[config.mk]
export PLATFORM = sky130hd
export DESIGN_NAME = aic_ctrl
export DESIGN_NICKNAME = d
export VERILOG_FILES = /design/src/aic_pkg.sv /design/src/aic_ctrl.sv
export SDC_FILE = /design/constraint.sdc
export NUM_CORES = 1
export LEC_CHECK = 0
export BUFFER_PORTS_ARGS = -buffer_cell sky130_fd_sc_hd__buf_2
export CAP_MARGIN = 10
export CORE_AREA = 2 2 87 109
export DETAILED_ROUTE_END_ITERATION = 12
export DIE_AREA = 0 0 89 111
export PLACE_DENSITY = 0.68
export SLEW_MARGIN = 10
export SYNTH_ARGS = -nofsm -noshare
export SYNTH_HDL_FRONTEND = slang
export SYNTH_SLANG_ARGS = --single-unit
[constraint.sdc]
create_clock -name clk_sys -period 2.9 [get_ports clk_sys]
set_input_delay 0.29 -clock clk_sys [delete_from_list [all_inputs] [get_ports clk_sys]]
set_output_delay 0.29 -clock clk_sys [all_outputs]
set_load 0.005 [all_outputs]
[src/aic_pkg.sv]
// Purpose: Shared constants and types for the analog input front-end control.
// Assumes: One system clock at 25 MHz, synchronous active-low reset.
// Notes:   Register offsets are byte addresses on the plain register port.
// Functional notes
// - Mode bits 3:0 select absolute when set, ratiometric when clear.
// - Setup bit 7 connects positive sensor supply pin to internal 5.0V.
// - Setup bit 6 ties negative sensor supply pin to analog ground.
// - Bits 5:4 enable diode temperature on inputs three and four.
// - Temperature runs use two source current levels in a 1:10 ratio.
// - Setup register ignores writes while a conversion runs.
// - Control bits 4:0 select the input multiplexer channel.
// - Channel select writes are blocked while a conversion runs.
// - Reference follows the selected channel without software action.
// - A started conversion runs the sequence for the selected input type.
// - Control bit 5 requests single, bit 6 continuous conversion.
// - Conversions use a 10-bit successive approximation search.
// - Ratiometric mode takes the reference from the sensor supply pins.
// - Absolute mode uses the internal reference.
// - Ratiometric sign is positive in the upper half of the span.
// - Control bit 7 reads zero and ignores writes.
// - Single request bit clears itself when its conversion completes.
// - With both request bits set, continuous mode wins.
// - Codes 0 to 3 pick external inputs; 19 to 24 are reserved.

`default_nettype none

package aic_pkg;

	localparam int          ADDR_W         = 8;
	localparam int          DATA_W         = 8;
	localparam int          CODE_W         = 10;

	localparam logic [7:0]  OFS_SETUP      = 8'h10;
	localparam logic [7:0]  OFS_CTRL       = 8'h12;
	localparam logic [7:0]  OFS_RES_LO     = 8'h14;
	localparam logic [7:0]  OFS_RES_HI     = 8'h15;
	localparam logic [7:0]  OFS_TLO_LO     = 8'h16;
	localparam logic [7:0]  OFS_TLO_HI     = 8'h17;

	localparam logic [7:0]  SETUP_RESET    = 8'h00;
	localparam logic [4:0]  CHAN_RESET     = 5'h00;
	localparam int          BIT_POS_SW     = 7;
	localparam int          BIT_NEG_SW     = 6;
	localparam int          BIT_TEMP4      = 5;
	localparam int          BIT_TEMP3      = 4;
	localparam int          BIT_CONT       = 6;
	localparam int          BIT_SINGLE     = 5;

	localparam logic [4:0]  CH_IN1         = 5'h00;
	localparam logic [4:0]  CH_IN3         = 5'h02;
	localparam logic [4:0]  CH_IN4         = 5'h03;
	localparam logic [4:0]  CH_RSV_FIRST   = 5'h13;
	localparam logic [4:0]  CH_RSV_LAST    = 5'h18;

	// Settling time before the search starts, and after a current step.
	localparam int          CLK_NS         = 40;
	localparam int          SETTLE_NS      = 2000;
	localparam int          SETTLE_CYC     = (SETTLE_NS + CLK_NS - 1) / CLK_NS;
	localparam int          CNT_W          = 8;

	typedef enum logic [2:0] {
		ST_IDLE   = 3'h0,
		ST_SETTLE = 3'h1,
		ST_TRY    = 3'h2,
		ST_CMP    = 3'h3,
		ST_DONE   = 3'h4
	} aic_state_t;

	typedef enum logic [1:0] {
		KIND_RATIO    = 2'h0,
		KIND_ABS      = 2'h1,
		KIND_TEMP     = 2'h2,
		KIND_INTERNAL = 2'h3
	} aic_kind_t;

	typedef struct packed {
		logic [7:0] addr;
		logic [7:0] wdata;
		logic       wr;
		logic       rd;
	} aic_bus_req_t;

	typedef struct packed {
		logic [4:0] mux_sel;
		logic       mux_en;
		logic       ref_from_supply;
		logic       pos_supply_switch_en;
		logic       neg_supply_switch_en;
		logic [1:0] temp_source_en;
		logic       current_high;
		logic       sample;
		logic [9:0] dac_code;
	} aic_afe_t;

	typedef struct packed {
		logic [9:0] code;
		logic       sign_pos;
		logic       valid;
		logic       busy;
	} aic_result_t;

endpackage

`default_nettype wire

[src/aic_ctrl.sv]
// Purpose: Register-controlled front end of a 10-bit successive approximation
//          converter: input setup, supply switches, channel, start logic.
// Assumes: Register port strobes are single cycles; comparator input is
//          synchronous and high when the input is at or above the trial code.
// Notes:   Read data stands in the cycle after the read strobe.
//
// Added by the designer: the address-and-strobe port.

`default_nettype none

module aic_ctrl (
	input  wire logic                 clk_sys,
	input  wire logic                 rstn,
	input  wire aic_pkg::aic_bus_req_t bus_req,
	output logic      [7:0]           bus_rdata,
	input  wire logic                 comp_in,
	output aic_pkg::aic_afe_t         afe,
	output aic_pkg::aic_result_t      result
);
	import aic_pkg::*;

	logic [7:0]  setup_r;
	logic [4:0]  chan_r;
	logic        single_r;
	logic        cont_r;
	aic_state_t  state_r;
	aic_state_t  state_nxt;
	aic_kind_t   kind_r;
	logic [CNT_W-1:0] settle_r;
	logic [3:0]  bit_idx_r;
	logic [9:0]  code_r;
	logic        phase_r;
	logic [9:0]  tlo_r;
	logic [7:0]  rdata_r;
	aic_afe_t    afe_r;
	aic_result_t res_r;

	logic        run_lock;
	logic        wr_setup;
	logic        wr_ctrl;
	logic        start;
	logic        last_phase;
	logic        finish;
	aic_kind_t   kind_now;

	// Classifies the selected channel by the measurement it needs.
	function automatic aic_kind_t chan_kind(input logic [4:0] ch,
	                                        input logic [7:0] setup);
		aic_kind_t k;
		k = KIND_INTERNAL;
		if (ch <= CH_IN4) begin
			if ((ch == CH_IN3 && setup[BIT_TEMP3]) ||
			    (ch == CH_IN4 && setup[BIT_TEMP4])) begin
				k = KIND_TEMP;
			end else if (setup[ch[1:0]]) begin
				k = KIND_ABS;
			end else begin
				k = KIND_RATIO;
			end
		end
		return k;
	endfunction

	// True for codes in the reserved gap, which leave the multiplexer open.
	function automatic logic chan_reserved(input logic [4:0] ch);
		return (ch >= CH_RSV_FIRST) && (ch <= CH_RSV_LAST);
	endfunction

	// One-hot mask of the bit under trial.
	function automatic logic [CODE_W-1:0] trial_bit(input logic [3:0] idx);
		return CODE_W'(1) << idx;
	endfunction

	// A pending single request already counts as running, so a write in the
	// cycle before the sequencer leaves idle cannot slip past the lock.
	// Continuous request alone also holds it, so that software cannot move
	// the channel between back-to-back conversions.
	assign run_lock   = (state_r != ST_IDLE) || cont_r ||
	                    single_r;
	assign wr_setup   = bus_req.wr && (bus_req.addr == OFS_SETUP);
	assign wr_ctrl    = bus_req.wr && (bus_req.addr == OFS_CTRL);
	assign start      = (state_r == ST_IDLE) && (single_r || cont_r);
	assign kind_now   = chan_kind(chan_r, setup_r);
	assign last_phase = (kind_r != KIND_TEMP) || phase_r;
	assign finish     = (state_r == ST_DONE) && last_phase;

	// Input setup register.
	always_ff @(posedge clk_sys) begin
		if (!rstn) begin
			setup_r <= SETUP_RESET;
		end else if (wr_setup && !run_lock) begin
			setup_r <= bus_req.wdata;
		end
	end

	// Channel select field, frozen while running.
	always_ff @(posedge clk_sys) begin
		if (!rstn) begin
			chan_r <= CHAN_RESET;
		end else if (wr_ctrl && !run_lock) begin
			chan_r <= bus_req.wdata[4:0];
		end
	end

	// Continuous request; may be cleared at any time to stop after the
	// current conversion.
	always_ff @(posedge clk_sys) begin
		if (!rstn) begin
			cont_r <= 1'b0;
		end else if (wr_ctrl) begin
			cont_r <= bus_req.wdata[BIT_CONT];
		end
	end

	// Single request; a write that sets it in the completion cycle wins.
	always_ff @(posedge clk_sys) begin
		if (!rstn) begin
			single_r <= 1'b0;
		end else if (wr_ctrl) begin
			single_r <= bus_req.wdata[BIT_SINGLE];
		end else if (finish && !cont_r) begin
			single_r <= 1'b0;
		end
	end

	// Sequencer state.
	always_comb begin
		state_nxt = state_r;
		case (state_r)
			ST_IDLE: begin
				if (start) begin
					state_nxt = ST_SETTLE;
				end
			end
			ST_SETTLE: begin
				if (settle_r == '0) begin
					state_nxt = ST_TRY;
				end
			end
			ST_TRY: begin
				state_nxt = ST_CMP;
			end
			ST_CMP: begin
				if (bit_idx_r == 4'h0) begin
					state_nxt = ST_DONE;
				end else begin
					state_nxt = ST_TRY;
				end
			end
			ST_DONE: begin
				// A temperature run always takes its second current level.
				// Continuous mode dominates a pending single request.
				if (!last_phase || cont_r) begin
					state_nxt = ST_SETTLE;
				end else if (single_r) begin
					state_nxt = ST_IDLE;
				end else begin
					state_nxt = ST_IDLE;
				end
			end
			default: begin
				state_nxt = ST_IDLE;
			end
		endcase
	end

	always_ff @(posedge clk_sys) begin
		if (!rstn) begin
			state_r <= ST_IDLE;
		end else begin
			state_r <= state_nxt;
		end
	end

	// Measurement type is fixed when a conversion starts from idle.
	// Holding it keeps one run on one sequence even if the decode of the
	// selected input would change under it.
	always_ff @(posedge clk_sys) begin
		if (!rstn) begin
			kind_r <= KIND_RATIO;
		end else if (start) begin
			kind_r <= kind_now;
		end
	end

	// Temperature phase: low current first, then the tenfold level.
	always_ff @(posedge clk_sys) begin
		if (!rstn) begin
			phase_r <= 1'b0;
		end else if (start) begin
			phase_r <= 1'b0;
		end else if (state_r == ST_DONE) begin
			phase_r <= !last_phase;
		end
	end

	// Settling counter, reloaded whenever the sequencer enters settling.
	// The second temperature pass settles too, since the diode voltage needs
	// time to follow the current step.
	always_ff @(posedge clk_sys) begin
		if (!rstn) begin
			settle_r <= '0;
		end else if (state_nxt == ST_SETTLE && state_r != ST_SETTLE) begin
			settle_r <= CNT_W'(SETTLE_CYC - 1);
		end else if (state_r == ST_SETTLE && settle_r != '0) begin
			settle_r <= settle_r - CNT_W'(1);
		end
	end

	// Successive approximation: one trial cycle and one decision cycle per
	// bit, so the comparator has a full cycle to settle on each trial.
	always_ff @(posedge clk_sys) begin
		if (!rstn) begin
			code_r    <= '0;
			bit_idx_r <= 4'h0;
		end else begin
			case (state_r)
				ST_SETTLE: begin
					code_r    <= '0;
					bit_idx_r <= 4'(CODE_W - 1);
				end
				ST_TRY: begin
					code_r <= code_r | trial_bit(bit_idx_r);
				end
				ST_CMP: begin
					if (!comp_in) begin
						code_r[bit_idx_r] <= 1'b0;
					end
					if (bit_idx_r != 4'h0) begin
						bit_idx_r <= bit_idx_r - 4'h1;
					end
				end
				default: begin
					code_r    <= code_r;
					bit_idx_r <= bit_idx_r;
				end
			endcase
		end
	end

	// First temperature result, taken at the low current level.
	// Software pairs it with the final result to work out the temperature.
	always_ff @(posedge clk_sys) begin
		if (!rstn) begin
			tlo_r <= '0;
		end else if (state_r == ST_DONE && !last_phase) begin
			tlo_r <= code_r;
		end
	end

	// Final result with sign and a one-cycle valid pulse.
	// Code and valid land on the same edge, so a poller never sees a
	// half-updated result.
	always_ff @(posedge clk_sys) begin
		if (!rstn) begin
			res_r <= '0;
		end else begin
			res_r.valid <= finish;
			res_r.busy  <= (state_nxt != ST_IDLE);
			if (finish) begin
				res_r.code <= code_r;
				// Upper half of the supply span reads as positive.
				res_r.sign_pos <= (kind_r == KIND_RATIO) ?
				                  code_r[CODE_W-1] : 1'b1;
			end
		end
	end

	// Analog control outputs, all registered.
	always_ff @(posedge clk_sys) begin
		if (!rstn) begin
			afe_r <= '0;
		end else begin
			afe_r.mux_sel  <= chan_r;
			// Reserved codes leave the multiplexer open.
			afe_r.mux_en   <= !chan_reserved(chan_r);
			// Reference tracks the selection even while idle.
			afe_r.ref_from_supply <=
				(kind_now == KIND_RATIO);
			afe_r.pos_supply_switch_en <= setup_r[BIT_POS_SW];
			afe_r.neg_supply_switch_en <= setup_r[BIT_NEG_SW];
			// Sources run only while their own input is converted.
			afe_r.temp_source_en[0] <= (state_nxt != ST_IDLE) &&
			                           (kind_r == KIND_TEMP || start) &&
			                           (kind_now == KIND_TEMP) &&
			                           (chan_r == CH_IN3);
			afe_r.temp_source_en[1] <= (state_nxt != ST_IDLE) &&
			                           (kind_r == KIND_TEMP || start) &&
			                           (kind_now == KIND_TEMP) &&
			                           (chan_r == CH_IN4);
			afe_r.current_high <= (state_r == ST_DONE) ? !last_phase :
			                      (phase_r && !start);
			afe_r.sample   <= (state_nxt == ST_SETTLE);
			// The trial bit goes out in the decision cycle itself, so the
			// comparator judges the code under trial, not the one before.
			if (state_r == ST_TRY) begin
				afe_r.dac_code <= code_r | trial_bit(bit_idx_r);
			end else begin
				afe_r.dac_code <= code_r;
			end
		end
	end

	// Register read port: data stands in the cycle after the strobe.
	// The result bytes are not latched against each other: read them while
	// the converter is idle, or the two halves may come from two runs.
	always_ff @(posedge clk_sys) begin
		if (!rstn) begin
			rdata_r <= 8'h00;
		end else if (bus_req.rd) begin
			case (bus_req.addr)
				OFS_SETUP: begin
					rdata_r <= setup_r;
				end
				OFS_CTRL: begin
					rdata_r <= {1'b0, cont_r, single_r, chan_r};
				end
				OFS_RES_LO: begin
					rdata_r <= res_r.code[7:0];
				end
				OFS_RES_HI: begin
					rdata_r <= {res_r.busy, res_r.sign_pos,
					            4'h0, res_r.code[9:8]};
				end
				OFS_TLO_LO: begin
					rdata_r <= tlo_r[7:0];
				end
				OFS_TLO_HI: begin
					rdata_r <= {6'h00, tlo_r[9:8]};
				end
				default: begin
					rdata_r <= 8'h00;
				end
			endcase
		end else begin
			rdata_r <= 8'h00;
		end
	end

	assign bus_rdata = rdata_r;
	assign afe       = afe_r;
	assign result    = res_r;

endmodule

`default_nettype wire

# Word-level counts from Yosys, hierarchy flattened
# Cells that the tools add are included.
dict set report totals {
  regBits 97
  output_inout_bits 44
}
dict set report classes {
  n_shift 1
  bitwise 4
  eq_ne 19
  n_addsub 2
  n_reduce_logical 49
  n_lt_le_gt_ge 6
  muxes 24
}
# operator count
set ops {}
lappend ops {{$eq 8x5->1 const B} 6}
lappend ops {{$pmux 8 s6} 1}
lappend ops {{$pmux 10 s3} 1}
lappend ops {{$mux 10} 2}
lappend ops {{$logic_and 1x1->1} 19}
lappend ops {{$pmux 3 s5} 1}
lappend ops {{$mux 6} 2}
lappend ops {{$and 10x10->10} 1}
lappend ops {{$eq 5x2->1 const B} 2}
lappend ops {{$not 10->10} 1}
lappend ops {{$or 10x10->10} 1}
lappend ops {{$shl 1x4->10 const A} 1}
lappend ops {{$mux 3} 3}
lappend ops {{$reduce_bool 3->1} 3}
lappend ops {{$logic_not 8->1} 1}
lappend ops {{$mux 1} 8}
lappend ops {{$pmux 4 s2} 1}
lappend ops {{$reduce_bool 8->1} 1}
lappend ops {{$sub 8x1->8 const B} 1}
lappend ops {{$logic_or 1x1->1} 7}
lappend ops {{$eq 3x1->1 const B} 2}
lappend ops {{$eq 3x2->1 const B} 2}
lappend ops {{$ne 2x2->1 const B} 3}
lappend ops {{$reduce_and 2->1} 3}
lappend ops {{22 further kinds} 32}

# Logic depth before layout (Yosys ltp)
dict set report depth {
  depth_word 10
  mapped_depth 6
}

# Worst setup path before layout
# Ideal clock, no wire load.
dict set report synth_path {
  path_kind {input-to-reg}
  startpoint {input port bus_req[15] (netlist name)}
  endpoint {register single_r}
  arrival_time_ns 1.543
  setup_time_ns 0.132
  cell_stages 4
  n_path_buf 0
  required_time_ns 2.768
  path_slack_ns 1.225
  path_cell_list {or4b_4 or4b_4 o211ai_1 a21oi_1}
}
dict set report synth_via {
  elab_chain_len 3
}
# item line
set synth_rtl {}
lappend synth_rtl {{from (decl)} aic_ctrl.sv:14} ;# input wire aic_pkg::aic_bus_req_t bus_req,
lappend synth_rtl {{$eq 8x5->1 (*)} aic_ctrl.sv:81} ;# assign wr_ctrl = bus_req.wr && (bus_req.addr == OFS_CTRL);
lappend synth_rtl {{$logic_and 1x1->1 (*)} aic_ctrl.sv:81}
lappend synth_rtl {{$mux 1 or $reduce_bool 2->1 (tied branches)} -}
lappend synth_rtl {{to (signal assigned)} aic_ctrl.sv:120} ;# single_r <= bus_req.wdata[BIT_SINGLE];
lappend synth_rtl {{to (decl)} aic_ctrl.sv:24} ;# logic single_r;
# Every way passes the cells marked *; elsewhere a longest branch is shown, timed or not.
# A chain may end at the register's enable or synchronous reset.

# Final worst setup path
dict set report layout_path {
  startpoint {register state_r[1]}
  endpoint {register settle_r[2]}
}
dict set report layout_via {
  elab_chain_len 7
}
# item line
set layout_rtl {}
lappend layout_rtl {{from (decl)} aic_ctrl.sv:26} ;# aic_state_t state_r;
lappend layout_rtl {{from (signal assigned)} aic_ctrl.sv:171} ;# state_r <= state_nxt;
lappend layout_rtl {{$logic_not 3->1} {aic_ctrl.sv:82, aic_ctrl.sv:129}}
lappend layout_rtl {{$logic_and 1x1->1} aic_ctrl.sv:82} ;# assign start = (state_r == ST_IDLE) && (single_r || cont_r);
lappend layout_rtl {{$mux 3} aic_ctrl.sv:131} ;# if (start) begin
lappend layout_rtl {{$pmux 3 s5} aic_ctrl.sv:129} ;# case (state_r)
lappend layout_rtl {{$eq 3x1->1} aic_ctrl.sv:203} ;# end else if (state_nxt == ST_SETTLE && state_r != ST_SETTLE) begin
lappend layout_rtl {{$logic_and 1x1->1} aic_ctrl.sv:203}
lappend layout_rtl {{$reduce_or 2->1 (no line)} -}
lappend layout_rtl {{to (signal assigned)} aic_ctrl.sv:204} ;# settle_r <= CNT_W'(SETTLE_CYC - 1);
lappend layout_rtl {{to (signal assigned)} aic_ctrl.sv:206} ;# settle_r <= settle_r - CNT_W'(1);
lappend layout_rtl {{to (decl)} aic_ctrl.sv:29} ;# logic [CNT_W-1:0] settle_r;
# Parallel ways exist; a longest one is shown, timed or not.

==> impl_results.md <==
* Mapped cell area at 0.00415 mm^2
* DR DRC count at 0
* Worst slew pin tran at 0.974 ns
* Initial Util at 0.462
* Post-CTS Setup Bufs at 0
* Initial antenna violation count at 0
* Vias in the first global route at 3266
* Worst Hold Depth at 3
* #FFs+latches synth at 97
* CTS tree: built
* Reg2reg end: settle_r[2]
* Core Box Area at 0.00898 mm^2
* Worst r2r path cells at 4
* Largest net degree at the start of global routing at 60
* Avg Cell Area, Syn at 9.37 um^2
* Dpl cell area at 0.00450 mm^2
* Die H at 111 um
* Vias per inst at 5.41
* Post-CTS sizing at 0
* Fraction of registers with async set or reset after synthesis at 0
* # port buffers at 64
* Final #Nets at 522
* CP max stage cell: dfxtp_1
* Max VDD drop at 0.268 mV
* Post-synthesis sequential area ratio at 0.468
* Worst Path Max Fanout at 21
* WHS Endpoint: cont_r
* TritonCTS Sinks at 97
* Minimum clock period at 2.18 ns
* Root Driver: clkbuf_16
* Synth-to-layout area growth at 16.1%
* # diodes at 0
* Worst hold path startpoint: bus_req[8]
* Share of cells above drive strength 1 at 0.212
* Placed Cells at 606
* Worst-skew pair later-pin latency at 0.35 ns
* Reg-to-Reg Start: state_r[1]
* Worst EP required at 3.16 ns
* Max Slew Vio Count at 0
* TNS Setup at 0 ns
* Hold Buf Count CTS at 0
* Ys Warns at 0
* RSZ-0062 raised after global routing: false
* Cells after Synth at 443
* CP delay by family, top: simple AND/OR/NAND/NOR gates
* Cell Chain, Critical Path: nor2_1 -> and3_1 -> o22ai_1 -> nor3b_1
* Setup Skew at 0.00778 ns
* DRT Wirelength at 9400 um
* Final period util at 0.753
* Detailed Route Iter0 Violations at 126
* First-pass detailed-route iteration total at 4
* Crit path kind: flip-flop to flip-flop
* Setup violators final at 0
* Worst slew margin at 0.350
* Status: finished clean
* Most used DFF post-synth: dfxtp_1
* Post-Syn Nets at 471
* WP buf/inv at 0
* Post-route insts no fill at 622
* Crit end category: flip-flop
* Post-synth EDFFs at 0
* DP Wirelength at 6770 um
* Pwr Density at 548 mW/mm^2
* Max Cap Viol at 0
* TritonCTS buffer count at 9
* GRT Util Overall at 0.202
* Boundary Pins at 65
* H-tree depth at 3
* Highest clock rate at 458 MHz
* GR Overflow Total at 0
* Synth cell count leaders: 97 x dfxtp_1, 55 x nand2_1, 51 x a21oi_1
* Hold Vio Cnt, Final at 0
* Clk slew on worst S/H paths at 0.07 ns
* # rows at 39
* WP data arrival at 2.44 ns
* Ranking of synthesized cells by area: dfxtp_1 47%, mux2i_1 6.3%, a21oi_1 6.2%, nand2_1 5.0%, mux4_2 4.3%
* Yosys cell types at 57
* Final Wtd Congestion at 0.869
* Max Root-Sink Buffers at 2
* Synth top area share at 0.468
* Reg2reg setup slack at 0.72 ns
* Top-count cell post-synth: dfxtp_1
* Crit path from: state_r[1]
* Crit path launch type: flip-flop
* LEAKAGE at 0.00208 uW
* Peak per-stage delay on the critical path at 0.75 ns
* Area of the die at 0.00988 mm^2
* Hold crit path type: primary input to flip-flop
* Design area at 0.00482 mm^2
* Die W at 89 um
* ANT nets after route at 0
* Avg WL per Cell at 15.1 um
* First-pass GRT wire length at 15600 um
* Synth area leader: dfxtp_1
* Via count at 3367
-- layer usage --
layer  track usage  vias to the layer above  share of wire  routed length (um)
met3        0.0454                       16          0.048                 452
met5             0                        -              0                   0
met2         0.334                       92           0.50                4730
met1         0.247                     1600           0.42                3930
met4        0.0915                        0          0.030                 284
li1              -                     1659              -                   -
-- stage by stage --
| stage | hold slack [ns] | utilization | setup WS [ns] | power, uW |
|---|---|---|---|---|
| floorplan | 0.429 | - | 1.22 | 1420 |
| global placement | 0.445 | 0.502 | 0.799 | 1440 |
| detailed placement | 0.448 | 0.502 | 0.709 | 1440 |
| CTS | 0.211 | 0.537 | 0.683 | 2660 |
| global route | 0.244 | 0.537 | 0.433 | 2720 |
| finish | 0.217 | 0.537 | 0.717 | 2640 |
-- state kept, by name (all words and copies together), names as in the netlist, 5 cells and up --
name and count:
setup_r 8, chan_r 5, tlo_r 10, result 13, code_r 10, afe 23
bus_rdata 8, settle_r 8
-- final cells by class --
type / instances / area, um^2
clock buffer: 11 / 253
clock inverter: 5 / 62.6
fill: 854 / 4160
inverter: 19 / 71.3
multi-input combinational: 302 / 2010
sequential: 97 / 1940
tap: 123 / 154
timing repair buffer: 65 / 328
-- power breakdown --
group	internal [uW]	switching (uW)	total [uW]	leakage, uW
Sequential	1330	1.92	1340	0.000782
Clock	720	513	1230	0.000148
Combinational	24.3	48.3	72.6	0.00115
Total	2080	563	2640	0.00208
-- worst min-delay path, stage by stage --
cell,delay (ns)
buf_2,0.09
mux2i_1,0.06
nor2_1,0.08
-- how the worst max path moves through the flow --
stage                  end  slack [ns]  cells after the start
4_1_cts        settle_r[2]        0.68                      4
3_5_place_dp   settle_r[2]        0.71                      4
5_1_grt             afe[7]        0.43                      4
3_3_place_gp   settle_r[1]        0.80                      4
6_report       settle_r[2]        0.72                      4
2_1_floorplan     single_r        1.22                      4
-- cell usage in the layout, fill, tap and decap left out, types with 7 or more instances in the layout --
cell,instances
clkbuf_16,9
ha_1,7
a21oi_1,51
mux4_2,8
dfxtp_1,97
nand3_1,13
inv_1,18
mux2i_1,26
buf_2,64
nand2_1,55
nor2_1,30
nor3_1,13
nor2b_1,14
o21ai_0,15
-- logic make-up after synthesis --
| kind of cell | Yosys count | synth area share |
|---|---|---|
| xor gates and xnor gates | 5 | 0.0106 |
| adders and majority gates | 7 | 0.0211 |
| buffers and inverters | 44 | 0.0482 |
| DFF | 97 | 0.468 |
| muxes | 36 | 0.112 |
| and+or+nand+nor | 165 | 0.214 |
| AOI/OAI and AO/OA | 89 | 0.127 |
Power figures use the tool's default switching activity.
